[config.mk]
export PLATFORM = sky130hd
export DESIGN_NAME = debug_pin_override_ctrl
export DESIGN_NICKNAME = d
export VERILOG_FILES = /design/src/rtl/dbg_pin_pkg.sv /design/src/rtl/level_sync.sv /design/src/rtl/debug_pin_override_ctrl.sv
export SDC_FILE = /design/constraint.sdc
export NUM_CORES = 1
export LEC_CHECK = 0
export ABC_AREA = 0
export BUFFER_PORTS_ARGS = -buffer_cell sky130_fd_sc_hd__buf_2
export CAP_MARGIN = 15
export CORE_ASPECT_RATIO = 1.2
export CORE_MARGIN = 5
export CORE_UTILIZATION = 40
export CTS_CLUSTER_SIZE = 40
export DETAILED_ROUTE_END_ITERATION = 8
export HOLD_SLACK_MARGIN = 0.02
export PLACE_DENSITY_LB_ADDON = 0.08
export RECOVER_POWER = 100
export SLEW_MARGIN = 0
export SYNTH_ARGS = -nofsm -noshare
export SYNTH_HDL_FRONTEND = slang
export SYNTH_HIERARCHICAL = 1
export SYNTH_SLANG_ARGS = --single-unit
[constraint.sdc]
create_clock -name ref_clk -period 3.7 [get_ports ref_clk]
set_input_delay 0.74 -clock ref_clk [delete_from_list [all_inputs] [get_ports ref_clk]]
set_output_delay 0.74 -clock ref_clk [all_outputs]
set_load 0.005 [all_outputs]
[src/rtl/dbg_pin_pkg.sv]
// constants for the debug pin override control block
`default_nettype none
package dbg_pin_pkg;
  localparam logic [31:0] cfg_addr = 32'h4000_bc00;
  localparam logic [31:0] stat_addr = 32'h4000_bc04;
  localparam logic [31:0] cfg_reset = 32'h0000_0010;
  localparam logic [31:0] stat_reset = 32'h0000_0000;
  localparam int unsigned cfg_dis_bit = 5;
  localparam int unsigned cfg_reg_bit = 4;
  localparam int unsigned cfg_rsvd_bit = 3;
  localparam int unsigned stat_boot_bit = 3;
  localparam int unsigned stat_forced_bit = 1;
  localparam int unsigned stat_sw_bit = 0;
  localparam int unsigned sync_stages = 2;
endpackage
`default_nettype wire

[src/rtl/level_sync.sv]
// two flip-flop synchroniser for one level
`timescale 1ns/1ps
`default_nettype none
module level_sync #(
  parameter logic reset_value = 1'b0
) (
  input wire logic ref_clk,
  input wire logic reset,
  input wire logic clk_en,
  input wire logic async_in,
  output logic sync_out
);
  logic meta_q;
  logic meta_d;
  logic sync_q;
  logic sync_d;
  always_comb begin
    meta_d = clk_en ? async_in : meta_q;
    sync_d = clk_en ? meta_q : sync_q;
  end
  always_ff @(posedge ref_clk or posedge reset) begin
    if (reset) begin
      meta_q <= reset_value;
      sync_q <= reset_value;
    end else begin
      meta_q <= meta_d;
      sync_q <= sync_d;
    end
  end
  assign sync_out = sync_q;
endmodule // level_sync
`default_nettype wire

[src/rtl/debug_pin_override_ctrl.sv]
// apb register block for debug pin override control and status
`timescale 1ns/1ps
`default_nettype none
module debug_pin_override_ctrl
  import dbg_pin_pkg::*;
(
  input wire logic ref_clk,
  input wire logic reset,
  input wire logic clk_en,
  input wire logic psel,
  input wire logic penable,
  input wire logic pwrite,
  input wire logic [31:0] paddr,
  input wire logic [31:0] pwdata,
  output logic [31:0] prdata,
  output logic pready,
  output logic pslverr,
  input wire logic boot_strap_pin_n,
  input wire logic debug_cable_force,
  input wire logic serial_wire_enable,
  input wire logic debug_active,
  input wire logic rsvd_hw_set,
  input wire logic rsvd_hw_value,
  output logic debug_override_permit,
  output logic regulator_enable_override
);
  // ************************************************************
  // pin synchronisers
  // ************************************************************
  logic boot_s;
  logic forced_s;
  logic sw_s;
  level_sync #(.reset_value(1'b1)) u_boot (.ref_clk(ref_clk), .reset(reset), .clk_en(clk_en),
    .async_in(boot_strap_pin_n), .sync_out(boot_s));
  level_sync u_forced (.ref_clk(ref_clk), .reset(reset), .clk_en(clk_en),
    .async_in(debug_cable_force), .sync_out(forced_s));
  level_sync u_sw (.ref_clk(ref_clk), .reset(reset), .clk_en(clk_en),
    .async_in(serial_wire_enable), .sync_out(sw_s));

  // ************************************************************
  // register state
  // ************************************************************
  logic dis_q, dis_d;
  logic regen_q, regen_d;
  logic rsvd_q, rsvd_d;
  logic boot_q, boot_d;
  logic cap_done_q, cap_done_d;
  logic [1:0] cap_cnt_q, cap_cnt_d;
  logic forced_q, forced_d;
  logic sw_q, sw_d;
  logic dbg_held_q, dbg_held_d;
  logic [31:0] rdata_q, rdata_d;
  logic wr_cfg;
  logic rd_access;

  assign wr_cfg = psel && penable && pwrite && (paddr == cfg_addr);
  assign rd_access = psel && !penable && !pwrite;

  always_comb begin
    dis_d = dis_q;
    regen_d = regen_q;
    rsvd_d = rsvd_q;
    boot_d = boot_q;
    cap_done_d = cap_done_q;
    cap_cnt_d = cap_cnt_q;
    forced_d = forced_s;
    sw_d = sw_s;
    dbg_held_d = dbg_held_q;
    rdata_d = rdata_q;
    if (wr_cfg) begin
      dis_d = pwdata[cfg_dis_bit];
      regen_d = pwdata[cfg_reg_bit];
      rsvd_d = pwdata[cfg_rsvd_bit];
    end
    if (rsvd_hw_set) begin
      rsvd_d = rsvd_hw_value;
    end
    // strap sampled once the synchroniser holds the pin level after reset release
    if (!cap_done_q) begin
      if (cap_cnt_q == 2'(sync_stages)) begin
        boot_d = !boot_s;
        cap_done_d = 1'b1;
      end else begin
        cap_cnt_d = cap_cnt_q + 2'h1;
      end
    end
    // debug that is already active stays active despite disable
    dbg_held_d = debug_active && (dbg_held_q || !dis_q);
    if (rd_access) begin
      rdata_d = 32'h0000_0000;
      if (paddr == cfg_addr) begin
        rdata_d[cfg_dis_bit] = dis_q;
        rdata_d[cfg_reg_bit] = regen_q;
        rdata_d[cfg_rsvd_bit] = rsvd_q;
      end else if (paddr == stat_addr) begin
        rdata_d[stat_boot_bit] = boot_q;
        rdata_d[stat_forced_bit] = forced_q;
        rdata_d[stat_sw_bit] = sw_q;
      end
    end
  end

  always_ff @(posedge ref_clk or posedge reset) begin
    if (reset) begin
      dis_q <= cfg_reset[cfg_dis_bit];
      regen_q <= cfg_reset[cfg_reg_bit];
      rsvd_q <= cfg_reset[cfg_rsvd_bit];
      boot_q <= stat_reset[stat_boot_bit];
      cap_done_q <= 1'b0;
      cap_cnt_q <= 2'h0;
      forced_q <= stat_reset[stat_forced_bit];
      sw_q <= stat_reset[stat_sw_bit];
      dbg_held_q <= 1'b0;
      rdata_q <= 32'h0000_0000;
    end else if (clk_en) begin
      dis_q <= dis_d;
      regen_q <= regen_d;
      rsvd_q <= rsvd_d;
      boot_q <= boot_d;
      cap_done_q <= cap_done_d;
      cap_cnt_q <= cap_cnt_d;
      forced_q <= forced_d;
      sw_q <= sw_d;
      dbg_held_q <= dbg_held_d;
      rdata_q <= rdata_d;
    end
  end

  // ************************************************************
  // outputs
  // ************************************************************
  assign prdata = rdata_q;
  assign pready = 1'b1;
  assign pslverr = psel && penable && (paddr != cfg_addr) && (paddr != stat_addr);
  assign debug_override_permit = !dis_q || dbg_held_q;
  assign regulator_enable_override = regen_q;
endmodule // debug_pin_override_ctrl
`default_nettype wire

======== Word level (Yosys, flattened, before mapping) ========
Index checks and enable logic that the tools add are counted.
cells by class
  $add $sub $neg .......................... 1
  eq/ne operators ......................... 5
  multiplexer cells ....................... 9
  bitwise operators ....................... 2
  reductions and logical operators ........ 19
operator list
  kind                    count
  $eq A32 B31 Y1 const B  2
  $ne A32 B31 Y1 const B  2
  $logic_and A1 B1 Y1     8
  $mux W1                 6
  $mux W2                 3
  $reduce_and A2 Y1       3
  $reduce_and A3 Y1       2
  $logic_not A1 Y1        4
  $add A2 B1 Y2 const B   1
  $eq A2 B2 Y1 const B    1
  $not A1 Y1              2
  $reduce_bool A2 Y1      1
  $logic_or A1 B1 Y1      1
storage, ports and cells
  register bits after elaboration ......... 21
  bits of input ports ..................... 76
  output and inout bits ................... 36
  logic and storage cells ................. 52

======== Longest topological paths before layout ========
Gate-level depths: netlist of run 1.
  depth after elaboration ................. 5
  mapped depth ............................ 6
  depth with buffers taken out ............ 6

======== By module ========
Netlist of run 1, hierarchy kept.
by module, submodules not included
  module                     times used  cells each  area each (sq um)  seq. area each (sq um)
  debug_pin_override_ctrl    1           105         1,029.7            376.6
  level_sync (u_forced ...)  2           5           76.3               50.0
  level_sync (u_boot)        1           5           78.8               52.6

======== Worst setup path after synthesis of run 1 ========
No wires, ideal clock.
  path type ............................... input-to-output
  from .................................... input paddr[4]
  to ...................................... output pslverr
  arrival time ............................ 1.671 ns
  data required time ...................... 2.960 ns
  slack ................................... 1.289 ns
  stages .................................. 4
  buffers on the path ..................... 0
  cells stage by stage .................... nor4_2 nand4_2 or2_1 and3_1
on the way
  cells in the longest elaborated chain, start to end .. 3
ends and longest elaborated chain
  item                   line                            RTL
  start: declaration     debug_pin_override_ctrl.sv:13   input wire logic [31:0] paddr,
  $ne A32 B31 Y1         debug_pin_override_ctrl.sv:134  assign pslverr = psel && penable && (paddr != cfg_addr) && (paddr != stat_addr);
  $logic_and A1 B1 Y1    debug_pin_override_ctrl.sv:134
  $logic_and A1 B1 Y1 *  debug_pin_override_ctrl.sv:134
  end: declaration       debug_pin_override_ctrl.sv:17   output logic pslverr,
Every way passes the cells marked *; elsewhere a longest branch is shown, timed or not.

======== Final worst setup path of run 1 ========
  from .................................... input paddr[16]
  to ...................................... output pslverr
Same word-level chain as after synthesis.

==> reports/results.txt, run 1 <==
Overflow after GRT - 0
Detailed Route Iter0 Violations - 20
Seq/Total Area, Yosys - 42.0%
Post-CTS sizing - 0
Finished Cell Area - 1460 µm²
Cell Rows - 22
# hold bufs at CTS - 0
Clk_lat worst skew - 290 ps
CTS sink cnt - 21
Crit. End Element - primary output
Fin cells - 209
Fmax - 357 MHz
Compound-Gate Fraction of Synth Area - 7.14%
Initial antenna violation count - 0
Yosys cell types - 35
Largest buffer count on any clock path - 2
Port buffer count - 54
Largest net degree at the start of global routing - 17
Async SR Flop Fraction - 100%
Chip Height - 71.5 µm
Slew Viols, Final - 0
Post-synthesis xor/xnor area fraction - 0.694%
DRC - 0
Dpl cells - 205
Critical Path, Cell by Cell - buf_2 > nor4_1 > nand4_1 > or2_0 > and3_1 > buf_2
Final ANT Viol Nets - 0
Core area - 3060 µm²
Cell Area, Synth - 1260 µm²
Syn. warnings - 6
Critical path launch point type - input port
Worst slew margin - 45.6%
Worst path max stage delay - 350 ps
Hold Crit Class - input port to async pin
Post-layout min period - 2800 ps
Max-Cap Viols - 0
Place WS - 902 ps
Reg2Reg Depth - 5
Largest register FFs - 5
Setup bufs post-CTS - 0
Worst Setup SP - paddr[16]
Cell repeated most along the worst path - buf_2
Cell Area, Placed - 1450 µm²
RSZ-0062 raised after global routing - false
Post-synthesis mux area share - 9.72%
Top FF cell, synth - dfrtp_1
Layout Nets - 251
Post-Synth Adder-Cell Area - 0.992%
Die footprint - 4380 µm²
Req. time, crit path - 2960 ps
Worst Slack Setup Final - 903 ps
Final hold violation count - 0
Post-Route WL - 2680 µm
Worst reg-to-reg setup slack - 2330 ps
Die Span X - 61.3 µm
Reg2Reg Launch Point - cap_cnt_q[0]
#FFs+latches synth - 21
Routed len/inst - 12.8 µm
Power per cell area - 332 nW/µm²
Syn_area_per_cell - 10.5 µm²
Via Count - 961
Placer congestion estimate - 0.651
Crit path DAT - 2060 ps
Num CTS Buffers - 3
N_diodes - 0
DP HPWL - 2270 µm
Worst-path clk slew - 110 ps
DR pass1 iterations - 4
Critical path class - input port to primary output
Root Driver - clkbuf_4
Tot GR Track Use - 11.1%
Simple-Gate Fraction of Synth Area - 19.0%
Synthesized instance count - 120
Setup TNS - 0 ps
H-tree depth - 1
Peak supply drop - 0.265 mV
Slowest cell on crit path - or2_0
Tcrit/Tclk final - 75.6%
Worst-Margin Slew - 816 ps
First-pass GRT wire length - 3840 µm
Final core occ - 47.7%
Count of boundary I/O pins - 112
Crit-path max FO - 5
Avg Vias per Cell - 4.60
Total Power - 0.483 mW
Hold slack final - 309 ps
Fin Clk Skew - 3.47 ps
Outcome - complete, no violations
R2r endpoint - cap_cnt_q[1]
Number of synthesized flops with an enable pin - 0
Initial core utilization - 41.3%
P_leak - 0.752 nW
P&R area growth vs syn - 15.6%
Share of cells above drive strength 1 - 41.0%
# setup viols final - 0
Vias in the first global route - 937
Largest family of logic cells by synthesized area - buffers and inverters
CTS tree - done
==> routing by layer <==
layer  share of wire (%)  GRT usage, %  wire length (µm)
met5                   0             0                 0
met2                  46          19.9              1250
met1                  37          12.7              1000
met4                0.34          3.61                 9
met3                  16          1.98               428
==> Yosys cell counts (2+ instances only) <==
| cell type | instances | area share (%) |
|---|---|---|
| and2_1 | 2 | 0.99 |
| dfrtp_1 | 18 | 36 |
| nor4_1 | 2 | 0.99 |
| conb_1 | 2 | 0.60 |
| o31ai_1 | 2 | 1.2 |
| a41o_1 | 2 | 1.6 |
| nand2b_1 | 2 | 0.99 |
| nor2_1 | 3 | 0.89 |
| mux2_2 | 10 | 8.9 |
| nand4_1 | 2 | 0.99 |
| buf_2 | 2 | 0.79 |
| buf_4 | 28 | 17 |
| nand2_1 | 8 | 2.4 |
| dfstp_2 | 3 | 6.3 |
| nor3_1 | 2 | 0.79 |
| a21oi_1 | 5 | 2.0 |
| nor4_2 | 2 | 2.0 |
| inv_1 | 7 | 2.1 |
| or4_1 | 2 | 1.2 |
==> layout make-up <==
| cell class | instances | area [µm²] |
|---|---|---|
| tap | 36 | 45.0 |
| clock buffer | 4 | 26.3 |
| multi-input combinational | 87 | 566 |
| fill | 312 | 1600 |
| inverter | 7 | 26.3 |
| timing repair buffer | 54 | 265 |
| sequential | 21 | 529 |
==> worst max path at each step <==
stage / end / cells after the start
6_report: pslverr / 6
3_5_place_dp: pslverr / 6
3_3_place_gp: pslverr / 6
2_1_floorplan: pslverr / 4
5_1_grt: pslverr / 6
4_1_cts: pslverr / 6
==> cell usage in the layout (no fill, tap or decap), types with 2 or more instances in the layout <==
cell,n
a41o_1,2
nand4_1,2
clkbuf_4,3
nor2_1,3
buf_2,49
clkbuf_1,5
nand2b_1,2
and2_0,2
conb_1,28
dfstp_2,2
or4_1,2
nand2_1,8
nor4_1,3
o31ai_1,2
dfrtp_1,18
nor3_1,2
a21oi_1,5
inv_1,7
mux2_2,10
==> kinds of logic (layout without fill, tap and decap cells) <==
family	after synthesis	after routing
muxes	11	11
xor gates and xnor gates	1	1
buffers and inverters	38	65
and+or+nand+nor	34	34
other	2	28
DFF	21	21
adders and majority gates	1	1
AOI/OAI and AO/OA	12	12
==> report_power, final <==
part	switching [mW]	total [mW]	internal (mW)
combinational	0.0464	0.0952	0.0488
sequential	0.0178	0.282	0.264
clock	0.0646	0.107	0.0419
==> critical path: cells and delay by family <==
kind          cells  cell delay [ps]
buf+inv           2              210
simple gates      4             1090
No activity file was read; power rests on OpenSTA's default activity.
==> run 2: changes to the inputs <==
- ABC_AREA: 0 -> 1
- CORE_UTILIZATION: 40 -> 35
- clock period: 3.7 -> 2.3 ns (I/O delays scaled with it)
==> run 2 against run 1 <==
Net effect:
- sequential power increased by 41%
- clock skew about the same
- critical path type unchanged
- largest power group unchanged
- final area rose by 11%
- first-iteration DRC count shrank 35%
- clock power is 120% higher
- total power grew 54%
- synthesized cell count up 64%
- combinational power is 12% higher
- count of clock-buffer cells in the layout shrank 1
==> reports/results.txt, run 2 <==
Worst Setup SP - paddr[14]
Overflow after GRT - 0
DR WL met3 - 279 µm
Slew Viols, Final - 0
P_leak - 0.992 nW
Met2 routed WL - 1230 µm
Switching share of power - 25.2%
Tcrit/Tclk final - 78.8%
Post-CTS sizing - 0
DR pass1 iterations - 2
Core area - 3880 µm²
Final hold violation count - 0
Dpl cells - 301
P_sw - 0.188 mW
Fin Clk Skew - 2.98 ps
Worst reg-to-reg setup slack - 1230 ps
Total Power - 0.746 mW
Cell repeated most along the worst path - nor2_1
Tot GR Track Use - 10.2%
Crit. End Element - primary output
# setup viols final - 0
Setup bufs post-CTS - 0
Final ANT Viol Nets - 0
Reg2Reg Launch Point - cap_cnt_q[0]
CTS tree - done
N_diodes - 0
Routed len/inst - 8.83 µm
Critical path launch point type - input port
Setup TNS - 0 ps
Detailed Route Iter0 Violations - 13
Peak supply drop - 0.351 mV
Seq/Total Area, Yosys - 38.5%
Syn. warnings - 6
Post-Route WL - 2690 µm
Worst-Margin Slew - 710 ps
Count of boundary I/O pins - 112
Yosys top cell area share - 32.7%
Power per cell area - 460 nW/µm²
Top Layer Used - met4
Crit-path max FO - 3
Vias in the first global route - 1080
Number of synthesized flops with an enable pin - 0
Crit path DAT - 1350 ps
Avg Vias per Cell - 3.78
Yosys cell types - 20
Commonest non-fill, non-tap cells in the layout - nand2_1 (66), buf_2 (46), inv_1 (37), conb_1 (28), dfrtp_1 (18)
Seq pwr share - 53.5%
Ranking of synthesized cells by area - dfrtp_1 (33%), nand2_1 (18%), buf_4 (16%), inv_1 (10%), dfstp_2 (5.7%)
Req. time, crit path - 1840 ps
Synthesized instance count - 197
Worst slew margin - 52.7%
Critical path endpoint - pslverr
Clock power share - 32.1%
Cell Rows - 25
Worst-path clk slew - 80 ps
Num CTS Buffers - 3
Worst Path Buf+Inv - 3
Logic pwr share - 14.4%
Die Span X - 67.2 µm
Largest net degree at the start of global routing - 19
Hold Crit Class - input port to async pin
R2r endpoint - cap_cnt_q[0]
Count leader, synth - nand2_1
Fin cells - 305
Reg2Reg Depth - 5
Critical Path, Cell by Cell - buf_2 > inv_1 > nand2_1 > nor2_1 > nand2_1 > nor2_1 > and2_2 > nor2_1 > clkbuf_1
Cell taking the most area after synthesis - dfrtp_1
Cell Area, Synth - 1380 µm²
Leading cell type in the layout, fill and taps excluded - nand2_1
Multi-input logic area - 578 µm²
Placer congestion estimate - 0.746
Largest buffer count on any clock path - 2
Worst path max stage delay - 190 ps
Critical path class - input port to primary output
M1 WL - 1160 µm
Chip Height - 78.7 µm
Async SR Flop Fraction - 100%
DP HPWL - 2280 µm
Initial core utilization - 35.5%
Die footprint - 5290 µm²
Levels on crit path - 9
Slowest cell on crit path - and2_2
Clk_lat worst skew - 260 ps
Via Count - 1152
CTS sink cnt - 21
Synth cell count leaders - nand2_1 (66), inv_1 (37), buf_4 (29)
Share of cells above drive strength 1 - 22.7%
Top FF cell, synth - dfrtp_1
Crit path max-delay family - simple AND/OR/NAND/NOR gates
#FFs+latches synth - 21
Initial antenna violation count - 0
P&R area growth vs syn - 17.7%
Post-layout min period - 1810 ps
Int Power - 0.558 mW
Syn_area_per_cell - 6.99 µm²
Layout Nets - 329
First-pass GRT wire length - 4260 µm
RSZ-0062 raised after global routing - false
Outcome - complete, no violations
Root Driver - clkbuf_8
H-tree depth - 1
Largest register FFs - 5
Register Area - 529 µm²
Fmax - 552 MHz
DRC - 0
# hold bufs at CTS - 0
Max-Cap Viols - 0
Port buffer count - 54
# fillers - 459
==> run 2: worst min-delay path by stage <==
stage               cells past startpoint                 to  slack [ps]  startpoint
global placement                        2    u_forced/meta_q         350       reset
finish                                  2    u_forced/meta_q          60       reset
detailed placement                      2  u_forced/sync_out         340       reset
floorplan                               1    u_forced/meta_q         200       reset
CTS                                     2    u_forced/meta_q          60       reset
global route                            2    u_forced/meta_q          80       reset
==> run 2: through the flow <==
stage	setup slack, ps	util, %	hold WS [ps]	cell area [µm²]
after floorplan	787	-	201	1470
after global placement	459	41.0	346	1590
after detailed placement	469	41.0	341	1590
after CTS	467	42.2	56.2	1640
after global routing	421	41.8	77.8	1620
final	488	41.8	62.8	1620
==> run 2: logic make-up (layout without fill, tap and decap cells) <==
| kind of cell | count (synthesis) | after routing | share of synthesized area (%) |
|---|---|---|---|
| fa+ha+maj | 1 | 1 | 0.909 |
| simple gates | 96 | 96 | 29.5 |
| compound gates | 8 | 8 | 2.91 |
| xor+xnor | 1 | 1 | 0.636 |
| other cells | 2 | 28 | 0.546 |
| buf+inv | 67 | 95 | 26.3 |
| mux | 1 | 1 | 0.818 |
| flops | 21 | 21 | 38.5 |
==> run 2: cell type report <==
class / instances / area share [%]
Multi-Input combinational cell: 135 / 35.7
Sequential cell: 21 / 32.7
Timing Repair Buffer: 54 / 16.1
Inverter: 37 / 8.57
Tap cell: 54 / 4.17
Clock buffer: 3 / 2.55
Clock inverter: 1 / 0.309
==> run 2: power groups by stage <==
stage	Clock (mW)	Combinational [mW]	Sequential (mW)
floorplan	0	0.0946	0.404
global placement	0	0.107	0.406
detailed placement	0	0.109	0.407
CTS	0.253	0.110	0.400
global route	0.264	0.129	0.402
finish	0.240	0.107	0.399
==> run 2: metal layers <==
| layer | track usage [%] | up-vias |
|---|---|---|
| met5 | 0 | - |
| met4 | 3.65 | 0 |
| met3 | 1.98 | 4 |
| met2 | 18.1 | 48 |
| met1 | 12.0 | 475 |
| li1 | - | 625 |
==> run 2: worst register-to-register path, stage by stage, from the launching register on <==
cell     delay (ps)
dfrtp_1         330
inv_1            50
ha_1            210
inv_1            70
nand3_1         110
xor2_1          180
==> run 3: changes to the inputs <==
- ABC_AREA: 1 -> 0
- CORE_UTILIZATION: 35 -> 37
- clock period: 2.3 -> 1.81 ns (I/O delays scaled with it)
==> run 3 against run 2 <==
Net effect:
- total power rose by 47%
- largest cell class unchanged
- sequential cell count is the same
- highest routed layer unchanged
- register-to-register slack lost 770 ps
- critical endpoint unchanged
- via count is 12% lower
==> reports/results.txt, run 3 (synthesis results as in run 1) <==
Outcome - complete, no violations
Die footprint - 4680 µm²
Power per cell area - 666 nW/µm²
Finished Cell Area - 1640 µm²
P_leak - 0.812 nW
Tot GR Track Use - 12.8%
Final ANT Viol Nets - 0
Logic pwr share - 20.5%
Chip Height - 74.0 µm
Worst reg-to-reg setup slack - 460 ps
Peak supply drop - 0.670 mV
Reg2Reg Launch Point - cap_cnt_q[0]
Max-Cap Viols - 0
Root Driver - clkbuf_8
DP HPWL - 2460 µm
Place WS - -148 ps
Share of cells above drive strength 1 - 42.6%
Cell Rows - 23
Clk_lat worst skew - 250 ps
Worst slew margin - 62.9%
Largest net degree at the start of global routing - 16
CTS sink cnt - 21
Seq pwr share - 52.6%
Slew Viols, Final - 0
Reg2Reg Depth - 5
Num CTS Buffers - 3
Avg Vias per Cell - 4.63
Switching share of power - 25.5%
Clock power share - 26.9%
H-tree depth - 1
Critical path launch point type - input port
N_diodes - 0
Final hold violation count - 0
DR pass1 iterations - 2
Count of boundary I/O pins - 112
Tcrit/Tclk final - 96.7%
Via Count - 1019
Placer congestion estimate - 0.684
First-pass GRT wire length - 4880 µm
Int Power - 0.815 mW
Port buffer count - 54
Initial core utilization - 38.1%
Crit-path max FO - 2
# fillers - 328
Post-layout min period - 1750 ps
Initial antenna violation count - 0
Largest register FFs - 5
Routed len/inst - 13.6 µm
R2r endpoint - cap_cnt_q[1]
Total Power - 1.09 mW
Critical path class - input port to primary output
Commonest non-fill, non-tap cells in the layout - buf_2 (39), conb_1 (28), dfrtp_1 (18), mux2_2 (10), clkbuf_1 (10)
Detailed Route Iter0 Violations - 14
Layout Nets - 261
Post-Route WL - 3000 µm
Critical Path, Cell by Cell - buf_6 > nor4_4 > nand4_1 > or2_1 > and3_1 > buf_2
Critical path endpoint - pslverr
Crit. End Element - primary output
P&R area growth vs syn - 30.3%
DRC - 0
CTS tree - done
Worst-Margin Slew - 556 ps
Worst Setup SP - paddr[19]
Fmax - 571 MHz
Leading cell type in the layout, fill and taps excluded - buf_2
Crit path DAT - 1390 ps
RSZ-0062 raised after global routing - true
Die Span X - 63.3 µm
Largest buffer count on any clock path - 2
Worst-path clk slew - 70 ps
Cell Area, Placed - 1490 µm²
P_sw - 0.279 mW
Req. time, crit path - 1450 ps
Hold Crit Class - input port to register
Worst path max stage delay - 260 ps
Fin Clk Skew - 0.361 ps
Vias in the first global route - 1047
Overflow after GRT - 0
Slowest cell on crit path - nor4_4
Worst Slack Setup Final - 60.1 ps
Core area - 3310 µm²
# setup viols final - 0
[run 3: cell types whose count changed in the layout (fill, tap and decap cells not counted), sizes merged, moves of 3 or more]
cell / previous run / this run
o21ai: 8 / 1
inv: 37 / 7
nand2: 66 / 8
a21oi: 0 / 5
nor4: 0 / 5
nand3: 11 / 0
mux2: 1 / 10
buf: 46 / 54
nand4: 0 / 3
nor2: 16 / 3
[run 3: timing repair]
action / 4_1_cts / 5_1_grt
hold endpoints to repair: 4 / 0
gates resized for setup: 3 / 11
buffers inserted: 4 / 0
endpoints found under the setup margin: 1 / 3
hold buffers: 1 / 0
pin swaps: 5 / 8
[run 3: how the worst min path moves through the flow]
stage                            start              end  slack [ps]  cells past startpoint
finish                    debug_active       dbg_held_q         340                      3
global route        serial_wire_enable      u_sw/meta_q         330                      2
CTS                       debug_active       dbg_held_q         330                      3
floorplan                        reset  u_forced/meta_q         100                      1
global placement                 reset  u_forced/meta_q         250                      2
detailed placement               reset      u_sw/meta_q         250                      2
[run 3: power by group through the flow]
stage | clock network [mW] | logic (mW) | registers [mW]
4_1_cts | 0.303 | 0.213 | 0.577
3_5_place_dp | 0 | 0.198 | 0.585
3_3_place_gp | 0 | 0.192 | 0.583
6_report | 0.294 | 0.224 | 0.576
5_1_grt | 0.335 | 0.254 | 0.587
2_1_floorplan | 0 | 0.167 | 0.574
[run 3: worst max-delay path: cells and delay by family]
kind                   cells  cell delay, ps
buffers and inverters      2             220
and+or+nand+nor            4             820
[run 3: layer usage]
layer  vias up  part of all wire, %  track usage, %
met5         -                    0               0
met4         0                  1.2            4.85
met3         4                   11            4.38
met2        57                   48            22.2
met1       469                   39            14.6
li1        489                    -               -
[run 3: final cells by class]
cell class / count / area, µm² / area share [%]
repair buffers: 64 / 385 / 23.5
clock buffers: 4 / 45.0 / 2.74
well taps: 37 / 46.3 / 2.82
flip-flops and latches: 21 / 529 / 32.2
multi-input cells: 87 / 611 / 37.2
inverters: 7 / 26.3 / 1.60
[run 3: stage by stage]
stage / util [%] / hold WS [ps] / cells / setup TNS [ps]
6_report: 49.6 / 336 / 220 / 0
5_1_grt: 49.6 / 326 / 220 / -10.5
4_1_cts: 48.1 / 331 / 220 / 0
3_5_place_dp: 45.0 / 252 / 211 / -403
3_3_place_gp: 45.0 / 245 / 211 / -130
2_1_floorplan: - / 103 / 146 / 0
